`config.mk`:
```
export PLATFORM = sky130hd
export DESIGN_NAME = exc_state_ctrl
export DESIGN_NICKNAME = d
export VERILOG_FILES = /design/src/exc_ctrl_pkg.sv /design/src/pending_selector.sv /design/src/reset_request_gen.sv /design/src/exc_state_ctrl.sv
export SDC_FILE = /design/constraint.sdc
export NUM_CORES = 1
export LEC_CHECK = 0
export BUFFER_PORTS_ARGS = -buffer_cell sky130_fd_sc_hd__buf_4
export CAP_MARGIN = 20
export CORE_MARGIN = 3
export CORE_UTILIZATION = 37
export CTS_CLUSTER_DIAMETER = 40
export DETAILED_ROUTE_END_ITERATION = 8
export HOLD_SLACK_MARGIN = 0.1
export MAX_ROUTING_LAYER = met4
export PLACE_DENSITY_LB_ADDON = 0.2
export SYNTH_ARGS = -nofsm -noshare
export SYNTH_HDL_FRONTEND = slang
export SYNTH_SLANG_ARGS = --single-unit
export TNS_END_PERCENT = 30
```
`constraint.sdc`:
```
create_clock -name pclk -period 1.53 [get_ports pclk]
set_input_delay 0 -clock pclk [delete_from_list [all_inputs] [get_ports pclk]]
set_output_delay 0 -clock pclk [all_outputs]
set_load 0.03 [all_outputs]
```
`src/exc_ctrl_pkg.sv`:
```
// constants and carrier types for exception state and reset control
package exc_ctrl_pkg;

  // ---------------------------------------------------------------
  // register map (byte addresses)
  // ---------------------------------------------------------------
  localparam int           ADDR_W         = 12;
  localparam logic [11:0]  ICSR_OFFSET    = 12'hd04;
  localparam logic [11:0]  AIRCR_OFFSET   = 12'hd0c;

  // ---------------------------------------------------------------
  // interrupt_control_state fields
  // ---------------------------------------------------------------
  localparam int           TICK_SET_BIT   = 26;
  localparam int           TICK_CLR_BIT   = 25;
  localparam int           PREEMPT_BIT    = 23;
  localparam int           ANY_PEND_BIT   = 22;
  localparam int           VECT_PEND_LSB  = 12;
  localparam int           VECT_PEND_MSB  = 20;
  localparam int           ACTIVE_LSB     = 0;
  localparam int           ACTIVE_MSB     = 8;
  localparam logic [31:0]  ICSR_RESET     = 32'h0000_0000;

  // ---------------------------------------------------------------
  // app_interrupt_reset_control fields
  // ---------------------------------------------------------------
  localparam int           KEY_LSB        = 16;
  localparam int           KEY_MSB        = 31;
  localparam int           RESET_REQ_BIT  = 2;
  localparam int           DBG_CLR_BIT    = 1;
  localparam logic [15:0]  KEY_WRITE      = 16'h05fa;
  localparam logic [15:0]  KEY_READ       = 16'hfa05;
  localparam logic [31:0]  AIRCR_RESET    = 32'hfa05_0000;

  // ---------------------------------------------------------------
  // exception numbering
  // ---------------------------------------------------------------
  localparam int           NUM_IRQ        = 32;
  localparam logic [8:0]   TICK_EXC_NUM   = 9'h00f;
  localparam logic [8:0]   IRQ_EXC_BASE   = 9'h010;
  localparam logic [8:0]   NO_EXC         = 9'h000;

  // ---------------------------------------------------------------
  // carriers
  // ---------------------------------------------------------------
  typedef struct packed {
    logic [ADDR_W-1:0] paddr;
    logic              pwrite;
    logic [31:0]       pwdata;
  } apb_req_t;

  typedef struct packed {
    logic                halt_preempt;
    logic                thread_mode;
    logic [8:0]          active_number;
    logic [NUM_IRQ-1:0]  irq_pending;
  } core_status_t;

endpackage : exc_ctrl_pkg

```
`src/pending_selector.sv`:
```
// picks the highest-priority pending exception number
`timescale 1ns/1ps
module pending_selector
  import exc_ctrl_pkg::*;
(
  // pending sources
  input  wire logic               tick_pending,
  input  wire logic [NUM_IRQ-1:0] irq_pending,
  // result
  output logic [8:0]              number,
  output logic                    any_pending
);

  // lowest exception number wins; loop runs downward
  always_comb
  begin
    number = NO_EXC;
    for (int i = NUM_IRQ - 1; i >= 0; i--)
    begin
      if (irq_pending[i])
      begin
        number = IRQ_EXC_BASE + 9'(i);
      end
    end
    if (tick_pending)
    begin
      number = TICK_EXC_NUM;
    end
  end

  assign any_pending = tick_pending | (|irq_pending);

endmodule : pending_selector

```
`src/reset_request_gen.sv`:
```
// holds the chip reset request until the reset it causes arrives
`timescale 1ns/1ps
module reset_request_gen
  import exc_ctrl_pkg::*;
(
  // clock and reset
  input  wire logic pclk,
  input  wire logic presetn,
  // keyed write
  input  wire logic keyed_write,
  input  wire logic req_bit,
  input  wire logic dbg_bit,
  // outputs
  output logic      chip_reset_request,
  output logic      debug_active_clear
);

  logic req_reg;
  logic req_next;
  logic dbg_reg;

  // request stays until presetn clears it
  assign req_next = req_reg | (keyed_write & req_bit);

  always_ff @(posedge pclk or negedge presetn)
  begin
    if (!presetn)
    begin
      req_reg <= 1'b0;
      dbg_reg <= 1'b0;
    end
    else
    begin
      req_reg <= req_next;
      dbg_reg <= keyed_write & dbg_bit;
    end
  end

  assign chip_reset_request = req_reg;
  assign debug_active_clear = dbg_reg;

endmodule : reset_request_gen

```
`src/exc_state_ctrl.sv`:
```
// exception state reporting and application reset control, apb slave
`timescale 1ns/1ps
module exc_state_ctrl
  import exc_ctrl_pkg::*;
(
  // clock and reset
  input  wire logic         pclk,
  input  wire logic         presetn,
  // apb slave
  input  wire logic         psel,
  input  wire logic         penable,
  input  wire apb_req_t     apb_req,
  output logic [31:0]       prdata,
  output logic              pready,
  output logic              pslverr,
  // core side
  input  wire logic         tick_event,
  input  wire logic         tick_taken,
  input  wire core_status_t core_status,
  output logic              tick_pending_state,
  output logic [8:0]        highest_pending_number,
  // reset control
  output logic              chip_reset_request,
  output logic              debug_active_clear
);

  // ---------------------------------------------------------------
  // bus decode
  // ---------------------------------------------------------------
  wire        setup_phase  = psel & ~penable;
  wire        access_phase = psel & penable;
  wire        hit_icsr     = (apb_req.paddr == ICSR_OFFSET);
  wire        hit_aircr    = (apb_req.paddr == AIRCR_OFFSET);
  wire        hit_any      = hit_icsr | hit_aircr;
  wire        wr_icsr      = access_phase & apb_req.pwrite & hit_icsr;
  wire        wr_aircr     = access_phase & apb_req.pwrite & hit_aircr;
  wire [15:0] wr_key       = apb_req.pwdata[KEY_MSB:KEY_LSB];
  wire        key_ok       = (wr_key == KEY_WRITE);
  wire        keyed_write  = wr_aircr & key_ok;
  wire        set_tick_wr  = wr_icsr & apb_req.pwdata[TICK_SET_BIT];
  wire        clr_tick_wr  = wr_icsr & apb_req.pwdata[TICK_CLR_BIT];

  // ---------------------------------------------------------------
  // tick pending state
  // ---------------------------------------------------------------
  logic tick_reg;
  logic tick_next;

  // set wins over any clear; handler entry clears
  assign tick_next = tick_event | set_tick_wr
                   | (tick_reg & ~clr_tick_wr & ~tick_taken);

  always_ff @(posedge pclk or negedge presetn)
  begin
    if (!presetn)
    begin
      tick_reg <= 1'b0;
    end
    else
    begin
      tick_reg <= tick_next;
    end
  end

  assign tick_pending_state = tick_reg;

  // ---------------------------------------------------------------
  // pending selection
  // ---------------------------------------------------------------
  logic [8:0] pend_number;
  logic       pend_any;

  pending_selector u_sel (
    .tick_pending (tick_reg),
    .irq_pending  (core_status.irq_pending),
    .number       (pend_number),
    .any_pending  (pend_any)
  );

  assign highest_pending_number = pend_number;

  // ---------------------------------------------------------------
  // reset request
  // ---------------------------------------------------------------
  reset_request_gen u_rst (
    .pclk               (pclk),
    .presetn            (presetn),
    .keyed_write        (keyed_write),
    .req_bit            (apb_req.pwdata[RESET_REQ_BIT]),
    .dbg_bit            (apb_req.pwdata[DBG_CLR_BIT]),
    .chip_reset_request (chip_reset_request),
    .debug_active_clear (debug_active_clear)
  );

  // ---------------------------------------------------------------
  // read values
  // ---------------------------------------------------------------
  logic [31:0] icsr_rd;
  logic [31:0] aircr_rd;
  logic [8:0]  active_rd;

  assign active_rd = core_status.thread_mode ? NO_EXC
                   : core_status.active_number;

  // reserved positions stay zero
  always_comb
  begin
    icsr_rd                              = ICSR_RESET;
    icsr_rd[TICK_SET_BIT]                = tick_reg;
    icsr_rd[PREEMPT_BIT]                 = core_status.halt_preempt;
    icsr_rd[ANY_PEND_BIT]                = pend_any;
    icsr_rd[VECT_PEND_MSB:VECT_PEND_LSB] = pend_number;
    icsr_rd[ACTIVE_MSB:ACTIVE_LSB]       = active_rd;
  end

  // write-only bits read zero
  assign aircr_rd = AIRCR_RESET;

  wire [31:0] rd_mux = hit_icsr  ? icsr_rd
                     : hit_aircr ? aircr_rd
                     : 32'h0000_0000;

  // ---------------------------------------------------------------
  // apb answer
  // ---------------------------------------------------------------
  logic [31:0] prdata_reg;

  // read data captured in the setup cycle
  always_ff @(posedge pclk or negedge presetn)
  begin
    if (!presetn)
    begin
      prdata_reg <= 32'h0000_0000;
    end
    else if (setup_phase & ~apb_req.pwrite)
    begin
      prdata_reg <= rd_mux;
    end
  end

  assign prdata  = prdata_reg;
  assign pready  = 1'b1;
  assign pslverr = access_phase & ~hit_any;

  // ---------------------------------------------------------------
  // checks
  // ---------------------------------------------------------------
  wire rd_setup_icsr  = setup_phase & ~apb_req.pwrite & hit_icsr;
  wire rd_setup_aircr = setup_phase & ~apb_req.pwrite & hit_aircr;

  a_tick_set_write: assert property (
    @(posedge pclk) disable iff (!presetn)
    set_tick_wr |=> tick_pending_state)
    else $error("tick pending not set by write");

  a_tick_zero_write: assert property (
    @(posedge pclk) disable iff (!presetn)
    (wr_icsr & ~apb_req.pwdata[TICK_SET_BIT] & ~apb_req.pwdata[TICK_CLR_BIT]
     & ~tick_event & ~tick_taken) |=> $stable(tick_pending_state))
    else $error("zero write changed tick pending");

  a_tick_clear_write: assert property (
    @(posedge pclk) disable iff (!presetn)
    (clr_tick_wr & ~apb_req.pwdata[TICK_SET_BIT] & ~tick_event)
    |=> !tick_pending_state)
    else $error("tick pending not cleared");

  a_tick_read_back: assert property (
    @(posedge pclk) disable iff (!presetn)
    rd_setup_icsr |=> prdata[TICK_SET_BIT] == $past(tick_pending_state))
    else $error("tick pending read back wrong");

  a_preempt_read: assert property (
    @(posedge pclk) disable iff (!presetn)
    rd_setup_icsr |=> prdata[PREEMPT_BIT] == $past(core_status.halt_preempt))
    else $error("preempt flag read wrong");

  a_any_pending_read: assert property (
    @(posedge pclk) disable iff (!presetn)
    rd_setup_icsr |=> prdata[ANY_PEND_BIT] ==
      ($past(tick_pending_state) | (|$past(core_status.irq_pending))))
    else $error("any pending flag read wrong");

  a_vect_pending_zero: assert property (
    @(posedge pclk) disable iff (!presetn)
    (rd_setup_icsr & ~tick_reg & ~(|core_status.irq_pending))
    |=> prdata[VECT_PEND_MSB:VECT_PEND_LSB] == NO_EXC)
    else $error("pending number not zero when idle");

  a_vect_tick_first: assert property (
    @(posedge pclk) disable iff (!presetn)
    (rd_setup_icsr & tick_reg)
    |=> prdata[VECT_PEND_MSB:VECT_PEND_LSB] == TICK_EXC_NUM)
    else $error("tick not reported as highest pending");

  a_active_thread: assert property (
    @(posedge pclk) disable iff (!presetn)
    (rd_setup_icsr & core_status.thread_mode)
    |=> prdata[ACTIVE_MSB:ACTIVE_LSB] == NO_EXC)
    else $error("active field not zero in thread mode");

  a_key_read: assert property (
    @(posedge pclk) disable iff (!presetn)
    rd_setup_aircr |=> prdata == AIRCR_RESET)
    else $error("reset control read wrong");

  a_bad_key_write: assert property (
    @(posedge pclk) disable iff (!presetn)
    (wr_aircr & ~key_ok & ~chip_reset_request) |=> !chip_reset_request)
    else $error("unkeyed write raised reset request");

  a_reset_request: assert property (
    @(posedge pclk) disable iff (!presetn)
    (keyed_write & apb_req.pwdata[RESET_REQ_BIT]) |=> chip_reset_request [*3])
    else $error("reset request not raised and held");

  a_reset_hold: assert property (
    @(posedge pclk) disable iff (!presetn)
    $rose(chip_reset_request) |=> $stable(chip_reset_request))
    else $error("reset request dropped before reset");

  a_reserved_zero: assert property (
    @(posedge pclk) disable iff (!presetn)
    rd_setup_icsr |=> (prdata[31:27] == 5'h00) && !prdata[24] && !prdata[21]
                      && (prdata[11:9] == 3'h0))
    else $error("reserved bits not zero");

  a_tick_event_set: assert property (
    @(posedge pclk) disable iff (!presetn)
    tick_event |=> tick_pending_state)
    else $error("tick event did not set pending");

  a_tick_taken_clear: assert property (
    @(posedge pclk) disable iff (!presetn)
    (tick_taken & ~tick_event & ~set_tick_wr) |=> !tick_pending_state)
    else $error("handler entry did not clear tick pending");

  a_vect_irq_lowest: assert property (
    @(posedge pclk) disable iff (!presetn)
    (~tick_pending_state & core_status.irq_pending[0])
    |-> highest_pending_number == IRQ_EXC_BASE)
    else $error("lowest interrupt not reported first");

  a_vect_irq_pending: assert property (
    @(posedge pclk) disable iff (!presetn)
    (~tick_pending_state & (|core_status.irq_pending))
    |-> (highest_pending_number >= IRQ_EXC_BASE)
        && core_status.irq_pending[5'(highest_pending_number - IRQ_EXC_BASE)])
    else $error("reported interrupt is not pending");

  a_active_handler: assert property (
    @(posedge pclk) disable iff (!presetn)
    (rd_setup_icsr & ~core_status.thread_mode)
    |=> prdata[ACTIVE_MSB:ACTIVE_LSB] == $past(core_status.active_number))
    else $error("active field not the handled exception");

  a_unmapped_read: assert property (
    @(posedge pclk) disable iff (!presetn)
    (setup_phase & ~apb_req.pwrite & ~hit_any) |=> prdata == 32'h0000_0000)
    else $error("unmapped read not zero");

  a_clear_bit_reads: assert property (
    @(posedge pclk) disable iff (!presetn)
    rd_setup_icsr |=> !prdata[TICK_CLR_BIT])
    else $error("write-only clear bit read back");

  a_dbg_needs_key: assert property (
    @(posedge pclk) disable iff (!presetn)
    debug_active_clear |-> $past(keyed_write))
    else $error("debug pulse without keyed write");

  a_req_needs_key: assert property (
    @(posedge pclk) disable iff (!presetn)
    $rose(chip_reset_request) |-> $past(keyed_write & apb_req.pwdata[RESET_REQ_BIT]))
    else $error("reset request without keyed write");

  a_bad_key_no_dbg: assert property (
    @(posedge pclk) disable iff (!presetn)
    (wr_aircr & ~key_ok) |=> !debug_active_clear)
    else $error("unkeyed write pulsed debug clear");

  a_icsr_no_request: assert property (
    @(posedge pclk) disable iff (!presetn)
    (wr_icsr & ~chip_reset_request) |=> !chip_reset_request)
    else $error("status write raised reset request");

endmodule : exc_state_ctrl

```
==> results summary, run 1 <==
The flow ran to the end, and the final reports show no timing, DRC or antenna violations. The maximum net fanout on the critical path came out at 9. The wire length of the first global-routing pass is roughly 7800 um.

The peak per-stage delay on the critical path came out at between 0.4 and 0.5 ns. The total placed instance area came out at 0.002342 sq mm. The maximum vdd drop is around 530 uV.

The xor-xnor portion of the synthesized cell area is 0%. The number of levels the H-tree was split into is 1. In this run the static leakage power is 1.293 nW. The synthesized design devotes to its leading area cell type between 30% and 40% of total area.

The end point of the most critical hold path is tick_pending_state$_DFF_PN0_. The cell count after synthesis came out at roughly 170. The fraction of synthesis flops using an asynchronous set or reset pin came out at 100.0%. The cell with the biggest individual delay on the critical path is sky130_fd_sc_hd__dfrtp_2.

The number of cells on the worst hold path came out at 3. The die extent in y is 69.49 um. The arrival time reported for the critical path endpoint came out at approximately 1.4 ns. The maximum operating frequency came out at ~710 MHz. The number of core rows is 22.

The part of the cycle the worst path needs is about nine tenths. Counting flops and latches in the post-synthesis netlist gives 22. The worst setup path is launched from a register.

The classification of the worst-slack hold path is in -> reg. Detailed placement ended at an HPWL of ~3700 um. The number of pins with negative max-slew slack in the final report came out at 0. The count of inserted antenna diode cells came out at 0. The count of TritonRoute iterations in the first routing pass came out at 4. The post-route standard cell area excluding fillers is roughly 0.0026 sq mm. Walking the worst path, the cells encountered are nor3_2 -> nand2_1 -> a21oi_1 -> nor2_1 -> buf_4. The number of global-route vias before repair came to between 1500 and 2000. The overall global routing resource usage came out at slightly below 20%. The switching power as a share of total power came out at around a quarter.

The path depth of the worst reg2reg path is 4. The worst hold-check slack came out at 0.1089 ns. Dividing the detail-routed wire length by the instance count gives roughly 13 um. The worst setup path is captured at a primary output. The post-synthesis adder-cell area fraction is 0%. The number of vias per cell came out at 4.980. The filler cell count in the final layout came out at approximately 320.

The endpoint identified for the worst register-to-register timing path is prdata[13]$_DFFE_PN0P_. The total design power came out at 0.001516 W. The combined flip-flop and latch cell area came out at between 500 and 600 sq um. The cell area that synthesis handed to floorplanning was around 0.0015 sq mm. The most used flip-flop cell after synthesis is sky130_fd_sc_hd__dfrtp_1. Global routing finished with a remaining overflow of 0. The post-detailed-routing wire length is between 4000 and 5000 um. The simple-gate share of the synthesized area came out at roughly 28%. Ranked by total cell area, the synthesized netlist is headed by sky130_fd_sc_hd__dfrtp_1 37%, sky130_fd_sc_hd__buf_4 8.6%, sky130_fd_sc_hd__a22o_1 8.2%.

The total internal power is ~0.0011 W. The launch instance of the worst register-to-register path is tick_pending_state$_DFF_PN0_. For this run, design rule violations remaining after detail routing come to 0. The summed negative setup slack over all endpoints is 0 ns.

The biggest area contributor in the post-synthesis netlist is sky130_fd_sc_hd__dfrtp_1. Counting the buffers created by CTS gives 3. The clock arrives with ~0.0054 ns of skew.

The worst setup path is of the reg -> out kind. The die is 69.49 um wide. Clock-pin slew was measured on the worst setup and hold paths at roughly 0.08 ns. The worst path required time is approximately 1.5 ns.

The CTS sink count came out at 22. After synthesis, flip-flops and latches occupy between 30% and 40% of the total area. The layout net count is 397. The power share of the sequential group came out at between 30% and 40%.

The switching power total came out at 0.0003687 W. The count of buffers from port buffering came out at ~110. The count of distinct cell types in the synthesized netlist is 40. The boundary pin count is 140.

The initial antenna violation count came out at 0. The number of routed nets with antenna violations is 0. The flip-flop count of the largest register after layout came out at 19.

Entering global routing, the biggest net connects 23 pins. The count of endpoints failing setup in the final report came out at 0. The floorplan step defined a die boundary enclosing roughly 0.0048 sq mm.

The fraction of power consumed by the clock network came out at ~35%. The number of enable-type register cells in the synthesized netlist came out at 0. The average cell area after synthesis is 8.671 sq um.

The placement-stage worst setup slack came out at roughly 0.025 ns. The insertion delay of the later-clocked pin in the worst-skew pair is between 0.2 and 0.3 ns. The smallest setup slack after layout is ~0.13 ns. The maximum clock path buffer count is 2. The number of violations of the max-capacitance limit came out at 0.

The power per unit of standard cell area came out at 584.4 mW/mm^2. The multi-input combinational cells in the finished layout cover a total of approximately 800 sq um. The count of synthesis-stage warnings from yosys is 0. From synthesis to final layout, the design area changed by 73.99%. The region available for standard cell placement spans ~0.0038 sq mm. Combinational cells account for between 20% and 30% of the total power. The worst min-delay path startpoint is apb_req[25]. Clock tree synthesis selected as its root buffer the cell sky130_fd_sc_hd__clkbuf_8.

By area, the combinational part of the netlist is dominated by simple AND/OR/NAND/NOR gates. The portion of synthesized area spent on multiplexers is 0%. The hold violation count in the final report came to 0. The total via count after detailed routing came out at 1743.

In this run the register-to-register setup slack is between 0.2 and 0.3 ns. The global placer's final weighted congestion is about 0.76. The initial core utilization came out at 39.55%. The count of routing violations after the opening detailed-route iteration is 74. The minimum period implied by the final worst setup slack came out at 1.405 ns.

Setup repair after global routing left no endpoint under its margin. TritonCTS built the clock tree. The share of layout cells above drive strength 1 is about 44%. The synthesized-area fraction occupied by ao, oa, aoi and oai cells is 23.41%.
-- cell usage after synthesis, drive strengths merged, types with 2 or more instances --
cell type and number:
conb 2, nor2 15, nand4b 2, nor3 10, o21bai 4, and2 2
nor4 7, nand2b 5, nand3 7, clkbuf 3, nor4b 2, buf 18
or3 3, o31ai 3, inv 5, nand2 9, or4 5, o21ai 7
o311ai 2, a211oi 3, dfrtp 22, a22o 14, nor2b 2, a21oi 10
-- routing by layer --
layer  global-route usage [%]  wire [um]  vias to the layer above
li1                         -          -                      880
met1                    22.54       1860                      790
met2                    35.06       2387                       69
met3                    3.768        389                        4
met4                    5.857         64                        0
met5                        -          0                        -
-- logic make-up after synthesis --
family | count (synthesis)
AND/OR/NAND/NOR | 73
AO/OA/AOI/OAI | 49
buffers and inverters | 26
flip-flops | 22
other | 2
-- placed cells by master (no fill, tap or decap), types with 4 or more instances in the layout --
cell | netlist | final
sky130_fd_sc_hd__buf_4 | 17 | 122
sky130_fd_sc_hd__dfrtp_1 | 22 | 21
sky130_fd_sc_hd__dlygate4sd3_1 | 0 | 16
sky130_fd_sc_hd__nor2_1 | 14 | 14
sky130_fd_sc_hd__a22o_1 | 14 | 14
sky130_fd_sc_hd__conb_1 | 2 | 11
sky130_fd_sc_hd__a21oi_1 | 10 | 10
sky130_fd_sc_hd__nand2_1 | 9 | 9
sky130_fd_sc_hd__nor3_1 | 9 | 8
sky130_fd_sc_hd__nor4_1 | 7 | 7
sky130_fd_sc_hd__nand3_1 | 7 | 7
sky130_fd_sc_hd__o21ai_0 | 6 | 5
sky130_fd_sc_hd__inv_1 | 5 | 5
sky130_fd_sc_hd__nand2b_1 | 5 | 5
sky130_fd_sc_hd__or4_1 | 4 | 4
sky130_fd_sc_hd__o21bai_1 | 4 | 4
-- worst max-delay path, delay by kind of cell (launching register included) --
kind	cells	cell delay, ns
buffers and inverters	1	0.17
AND/OR/NAND/NOR	3	0.33
AO/OA/AOI/OAI	1	0.17
flip-flops	1	0.48
-- worst max-delay path by stage --
stage | from | to | slack [ns] | cells after the start
5_1_grt | tick_pending_state$_DFF_PN0_ | highest_pending_number[2] | 0.01 | 5
3_5_place_dp | apb_req[34] | prdata[7]$_DFFE_PN0P_ | 0.03 | 7
3_3_place_gp | penable | prdata[12]$_DFFE_PN0P_ | 0.04 | 6
6_report | tick_pending_state$_DFF_PN0_ | highest_pending_number[2] | 0.13 | 5
2_1_floorplan | core_status[17] | prdata[15]$_DFFE_PN0P_ | 0.006 | 5
4_1_cts | tick_pending_state$_DFF_PN0_ | highest_pending_number[2] | 0.04 | 5
-- power by group through the flow --
stage	clock [W]	sequential, W	combinational (W)
final	0.000524	0.000588	0.000404
after CTS	0.000533	0.000588	0.000397
after global placement	0	0.000600	0.000360
after detailed placement	0	0.000600	0.000363
after floorplan	0	0.000599	0.000153
after global routing	0.000566	0.000589	0.000442
-- through the flow --
step           utilization (%)  instances
3_5_place_dp             62.11        328
6_report                 68.81        350
4_1_cts                  68.25        348
5_1_grt                  68.81        350
2_1_floorplan                -        181
3_3_place_gp             62.11        328
-- final cells by class --
cell class                      count  share of cell area (%)
Timing Repair Buffer              138                   41.47
Multi-Input combinational cell    133                   31.49
Sequential cell                    22                   21.26
Tap cell                           48                   2.314
Clock buffer                        3                   1.591
Clock inverter                      1                   1.157
Inverter                            5                  0.7232
-- timing repair --
item                                    4_1_cts  5_1_grt
setup buffers                                 0        2
hold buffers                                 16        0
endpoints found under the setup margin        0        1
resized for setup                             0        2
hold endpoints to repair                     38        0
No activity file was read; power rests on OpenSTA's default activity.
==> run 2, diff against run 1 <==
--- a/config.mk
+++ b/config.mk
@@ -6,8 +6,10 @@
 export NUM_CORES = 1
 export LEC_CHECK = 0
+export ABC_CLOCK_PERIOD_IN_PS = 1530
 export BUFFER_PORTS_ARGS = -buffer_cell sky130_fd_sc_hd__buf_4
 export CAP_MARGIN = 20
 export CORE_MARGIN = 3
 export CORE_UTILIZATION = 37
+export CTS_BUF_LIST = sky130_fd_sc_hd__clkbuf_4 sky130_fd_sc_hd__clkbuf_8 sky130_fd_sc_hd__clkbuf_16
 export CTS_CLUSTER_DIAMETER = 40
 export DETAILED_ROUTE_END_ITERATION = 8
==> constraint.sdc (replaced) <==
create_clock -name pclk -period 1.53 [get_ports pclk]
set_input_delay 0.0765 -clock pclk [delete_from_list [all_inputs] [get_ports pclk]]
set_output_delay 0.0765 -clock pclk [all_outputs]
set_load 0.03 [all_outputs]
==> results summary, run 2 (synthesis results as in run 1) <==
Across the VDD grid, the largest voltage drop is between 200 and 300 uV. Global routing used between 20% and 30% of the available tracks across all layers. The maximum clock path buffer count came out at 2. The die extent in x is 69.49 um. The total design power is approximately 0.0014 W. The path depth of the worst reg2reg path is 5. Before CTS, the worst setup slack after placement is -0.02637 ns. The worst clock skew on the final layout is ~0.0032 ns. The cell with the biggest individual delay on the critical path is sky130_fd_sc_hd__or4_1. The amount of wire on met3 after detailed routing is ~300 um.

In this run the worst hold path is classified as in -> reg. The power per unit of standard cell area is 525.0 mW/mm^2. The insertion delay of the later-clocked pin in the worst-skew pair is between 0.2 and 0.3 ns. The hold violation count in the final report came out at 0. The most common library cell in the layout ignoring fill and taps is sky130_fd_sc_hd__buf_4. The final critical path takes up between 90% and 100% of the cycle. The wire length of the first global-routing pass came out at around 8000 um. The flow ran to the end, and the final reports show no timing, DRC or antenna violations.

The die is 69.49 um tall. TritonCTS created 3 clock buffers. The CTS sink count is 22. The number of cells on the worst hold path came out at 3. The number of global-route vias before repair came to 1791. Leaving out fill and tap cells, the most frequent cells in the layout are 130 x sky130_fd_sc_hd__buf_4, 21 x sky130_fd_sc_hd__dfrtp_1, 16 x sky130_fd_sc_hd__dlygate4sd3_1.

The sum of met2 wire segment lengths after detailed routing came out at 2646 um. The overall overflow remaining after global route came out at 0. The routed wirelength normalized by instance count came out at around 14 um. The worst hold-check slack is about 0.18 ns. The number of violations of the max-capacitance limit is 0.

The worst path required time came out at 1.45 ns. For this block, the initial DRC count from the detailed router was 63. Measured on the finished design, the core utilization comes to between 70% and 80%. The number of routed nets with antenna violations came out at 0. The smallest setup slack after layout is 0.04548 ns. STA classifies the critical path startpoint as an input port. The die area is 0.004829 sq mm. The number of pins with negative max-slew slack in the final report is 0. The uppermost layer routed is met4. Setup repair after global routing could not meet its margin everywhere. The combined flip-flop and latch cell area came out at 551.8 sq um. In this run the static leakage power is 1.335 nW. The floorplan has 22 rows.

The area of combinational cells with multiple inputs came out at about 840 sq um. The total via count after detailed routing came out at around 1800. The count of endpoints failing setup in the final report came out at 0. In this run the clock root is driven by a sky130_fd_sc_hd__clkbuf_8. The total area inside the core boundary comes to about 0.0038 sq mm. The layout net count came out at around 410. After detailed routing, the wire length on met1 is between 1500 and 2000 um. TritonCTS built the clock tree. The share of layout cells above drive strength 1 came out at approximately 47%. The number of design rule violations left after detail routing is 0. The boundary pin count came out at 140. Entering global routing, the biggest net connects 23 pins.

The critical path capture point type is a primary output. The first detailed-routing pass ran for 4 iterations. For this run, the slowest stage of the critical path takes ~0.55 ns. The flip-flop count of the largest register after layout is 19. The post-detailed-routing wire length is 5028 um. Port buffering added approximately 110 buffers. Once the floorplan was initialized, standard cells occupied 39.55% of the core. The maximum net fanout on the critical path is 2. The global placer's final weighted congestion came out at 0.7925. Dividing the detail-routed via count by the number of cells gives between 5 and 6.

The number of levels the H-tree was split into is 1. The initial antenna violation count is 0. The CTS clock-pin slew for the worst setup and hold paths is ~0.070 ns.

The worst setup path is of the in -> out kind. The cell that appears most often on the critical path is sky130_fd_sc_hd__buf_4. Derived from the worst setup path, the maximum achievable clock frequency is ~670 MHz. The area growth from synthesis to layout is 79.70%. The signal on the critical path passes through buf_4 -> or4_1 -> a21oi_1 -> o21ai_0 -> a21oi_2 -> nor2_1 -> buf_4.

The filler cell count in the final layout came out at just over 300. The minimum period implied by the final worst setup slack came out at roughly 1.5 ns. The arrival time reported for the critical path endpoint came out at 1.41 ns. The number of antenna diodes in the final layout is 0. The HPWL after detailed placement is about 3700 um.
[run 2: cell count changes in the layout (fill, tap and decap cells not counted)]
cell and change:
sky130_fd_sc_hd__a21oi_1 -1, sky130_fd_sc_hd__a21oi_2 +1, sky130_fd_sc_hd__buf_12 +1, sky130_fd_sc_hd__buf_4 +8, sky130_fd_sc_hd__bufinv_16 -1, sky130_fd_sc_hd__clkbuf_8 +1, sky130_fd_sc_hd__nor3_1 -1, sky130_fd_sc_hd__nor3_2 +1
sky130_fd_sc_hd__nor4_1 -2, sky130_fd_sc_hd__nor4_2 +2
[run 2: per-layer routing]
layer | GRT usage (%) | up-vias
met5 | - | -
met4 | 7.809 | 0
met3 | 2.899 | 10
met2 | 35.91 | 75
met1 | 23.67 | 839
li1 | - | 898
[run 2: final timing paths]
check	start	to	slack (ns)
max	core_status[21]	highest_pending_number[2]	0.05
min	apb_req[25]	tick_pending_state$_DFF_PN0_	0.18
max reg2reg	tick_pending_state$_DFF_PN0_	prdata[16]$_DFFE_PN0P_	0.27
min reg2reg	u_rst.chip_reset_request$_DFF_PN0_	u_rst.chip_reset_request$_DFF_PN0_	0.46
max in group asynchronous	presetn	tick_pending_state$_DFF_PN0_	1.03
min in group asynchronous	presetn	prdata[13]$_DFFE_PN0P_	0.27
[run 2: worst max-delay path: cells and delay by family]
family	cells	cell delay (ns)
AO/OA/AOI/OAI	3	0.43
AND/OR/NAND/NOR	2	0.62
buffers and inverters	2	0.28
[run 2: layout make-up]
type                    count  area share, %
clock buffers               4          2.054
inverters                   5         0.7003
multi-input cells         133          31.28
flip-flops and latches     22          20.59
well taps                  48          2.241
repair buffers            147          43.14
[run 2: what timing repair did]
item,CTS,global route
endpoints found under the setup margin,1,4
buffers inserted,2,1
hold endpoints to repair,36,0
pin swaps,0,1
gates resized for setup,1,5
hold buffers,16,0
[run 2: per-stage QoR]
stage | TNS (ns) | instance area, sq um | cells
after detailed placement | -0.1111 | 2402 | 336
after global placement | 0 | 2402 | 336
after CTS | 0 | 2646 | 358
final | 0 | 2680 | 359
after floorplan | -0.07081 | 1525 | 181
after global routing | -0.1253 | 2680 | 359
[run 2: report_power, final]
group / internal [W] / total, W / switching, W
logic: 0.000229 / 0.000427 / 0.000199
registers: 0.000583 / 0.000586 / 0.00000305
clock network: 0.000228 / 0.000393 / 0.000165
==> run 3, diff against run 2 <==
- SETUP_SLACK_MARGIN: unset -> 0.1
==> results summary, run 3 (synthesis results as in run 1) <==
The flow ran to the end, and the final reports show no timing, DRC or antenna violations. The smallest setup slack after layout came out at 0.1092 ns. The initial core utilization is between 30% and 40%.

Leaving out fill and tap cells, the most frequent cell in the layout is sky130_fd_sc_hd__buf_4. The initial antenna violation count is 0. Summed over all layers, the global routing overflow is 0. The TritonCTS clock tree is built. The die area came out at 0.004829 sq mm. The number of pins with negative max-slew slack in the final report is 0.

IR analysis of the VDD net gives a maximum drop of a little over 400 uV. 0 antenna diodes ended up in the layout. The placement-stage worst setup slack came out at -0.02629 ns. The layout net count is just over 400. The wire length of the first global-routing pass is about 8000 um.

Relative to the synthesized area, the layout overhead comes to 82.97%. The power per unit of standard cell area is 523.2 mW/mm^2. The flip-flop count of the largest register after layout came out at 19.

For this design the static power due to leakage is between 1 and 1.5 nW. The minimum period implied by the final worst setup slack is approximately 1.4 ns. The post-detailed-routing wire length is 5068 um. CTS built an H-tree with a depth of 1. The tightest min-delay check is of the in -> reg type. The number of design rule violations left after detail routing is 0. The arrival time reported for the critical path endpoint is 1.34 ns. The worst path required time is 1.45 ns.

The half-perimeter wire length of the detailed placement result is approximately 3700 um. In the final layout, the share of cells above drive strength 1 is just over 50%. In this run the cell area measured after placement is 0.002406 sq mm. Dividing the detail-routed wire length by the instance count gives 14.16 um. In this run the remaining antenna-violating nets after routing total 0. The number of standard cells in the final layout excluding fillers is 358.

The number of violations of the max-capacitance limit is 0. For the final database, setup skew stands at 0.005058 ns. The number of global-route vias before repair is approximately 1800.

The hold violation count in the final report is 0. In the layout the commonest cells are 127 x sky130_fd_sc_hd__buf_4, 21 x sky130_fd_sc_hd__dfrtp_1, 16 x sky130_fd_sc_hd__dlygate4sd3_1. The post-route standard cell area excluding fillers is 0.002729 sq mm. The count of endpoints failing setup in the final report came out at 0. The total via count after detailed routing came out at approximately 1800.

The count of routing violations after the opening detailed-route iteration came out at between 70 and 80. Entering global routing, the biggest net connects 23 pins. The critical path capture point type is a primary output. STA classifies the critical path startpoint as an input port.

The overall global routing resource usage came out at 21.03%. The root cell of the clock tree is sky130_fd_sc_hd__clkbuf_8. The boundary pin count is between 100 and 150. The number of clock buffers inserted by TritonCTS is 3.

The number of core rows is 22. Setup repair after global routing could not meet its margin everywhere. The number of vias per cell is 5.084. From bottom edge to top edge, the die measures between 60 and 70 um.

Clock latency on the worst-skew pair, taken at its later pin, is ~0.26 ns. The CTS clock-pin slew for the worst setup and hold paths is ~0.080 ns. The core box area is between 0.003 and 0.004 sq mm.

The count of buffers from port buffering came out at around 110. The CTS sink count is 22. The reg2reg setup slack came out at around 0.32 ns. The part of the cycle the worst path needs is between 90% and 100%.

The kind of critical path is in -> out. After layout, the design draws a total of between 0.001 and 0.0015 W. The maximum operating frequency came out at around 700 MHz. The global placer's final weighted congestion came out at just over 0.8. Along the worst path, the maximum fanout reaches 2. The clock passes through at most 2 buffers. The count of TritonRoute iterations in the first routing pass is 4.

After detailed placement, the design holds a cell count of around 340. The die extent in x came out at slightly below 70 um. In the final timing run, aggregate negative setup slack is 0 ns.
## run 3: changes by cell type in the layout (fill, tap and decap cells not counted), sizes merged
| cell | previous run | this run |
|---|---|---|
| buf | 131 | 130 |
## run 3: report_power, final
part / internal [W] / total, W / switching (W)
combinational: 0.000230 / 0.000435 / 0.000205
clock: 0.000229 / 0.000406 / 0.000177
sequential: 0.000583 / 0.000586 / 0.00000330
## run 3: layout make-up
| class | count | area [sq um] |
|---|---|---|
| repair buffers | 146 | 1147 |
| fillers | 304 | 1042 |
| multi-input cells | 133 | 895.9 |
| flip-flops and latches | 22 | 551.8 |
| well taps | 48 | 60.06 |
| clock buffers | 4 | 55.05 |
| inverters | 5 | 18.77 |
## run 3: final timing paths
kind	depth (start not counted)	endpoint	from
max	7	highest_pending_number[2]	core_status[29]
min in group asynchronous	2	u_rst.debug_active_clear$_DFF_PN0_	presetn
max reg2reg	4	prdata[16]$_DFFE_PN0P_	tick_pending_state$_DFF_PN0_
min	3	tick_pending_state$_DFF_PN0_	apb_req[25]
max in group asynchronous	2	tick_pending_state$_DFF_PN0_	presetn
min reg2reg	1	u_rst.chip_reset_request$_DFF_PN0_	u_rst.chip_reset_request$_DFF_PN0_
## run 3: per-stage QoR
| stage | hold slack, ns | utilization, % |
|---|---|---|
| finish | 0.1954 | 72.36 |
| global placement | -0.02238 | 63.80 |
| CTS | 0.1858 | 70.27 |
| floorplan | -0.2191 | - |
| detailed placement | -0.02105 | 63.80 |
| global route | 0.2230 | 72.36 |
## run 3: repair_timing
item / CTS / global route
gates resized for setup: 7 / 15
pin swaps: 3 / 7
endpoints found under the setup margin: 2 / 17
hold buffers: 16 / 0
setup buffers: 1 / 1
cloned: 0 / 0
endpoints found under the hold margin: 36 / 0
## run 3: routing by layer
layer	vias up	global-route usage, %	wire length [um]
met4	0	5.206	99
met5	-	-	0
met1	833	25.67	2045
met3	8	2.899	333
met2	83	36.55	2590
li1	896	-	-
## run 3: worst max-delay path, cell delays in order
cell and delay [ns]:
sky130_fd_sc_hd__buf_4 0.11, sky130_fd_sc_hd__or4_4 0.53, sky130_fd_sc_hd__a21oi_2 0.12, sky130_fd_sc_hd__o21ai_1 0.08, sky130_fd_sc_hd__a21oi_2 0.18, sky130_fd_sc_hd__nor2_1 0.06, sky130_fd_sc_hd__buf_4 0.17
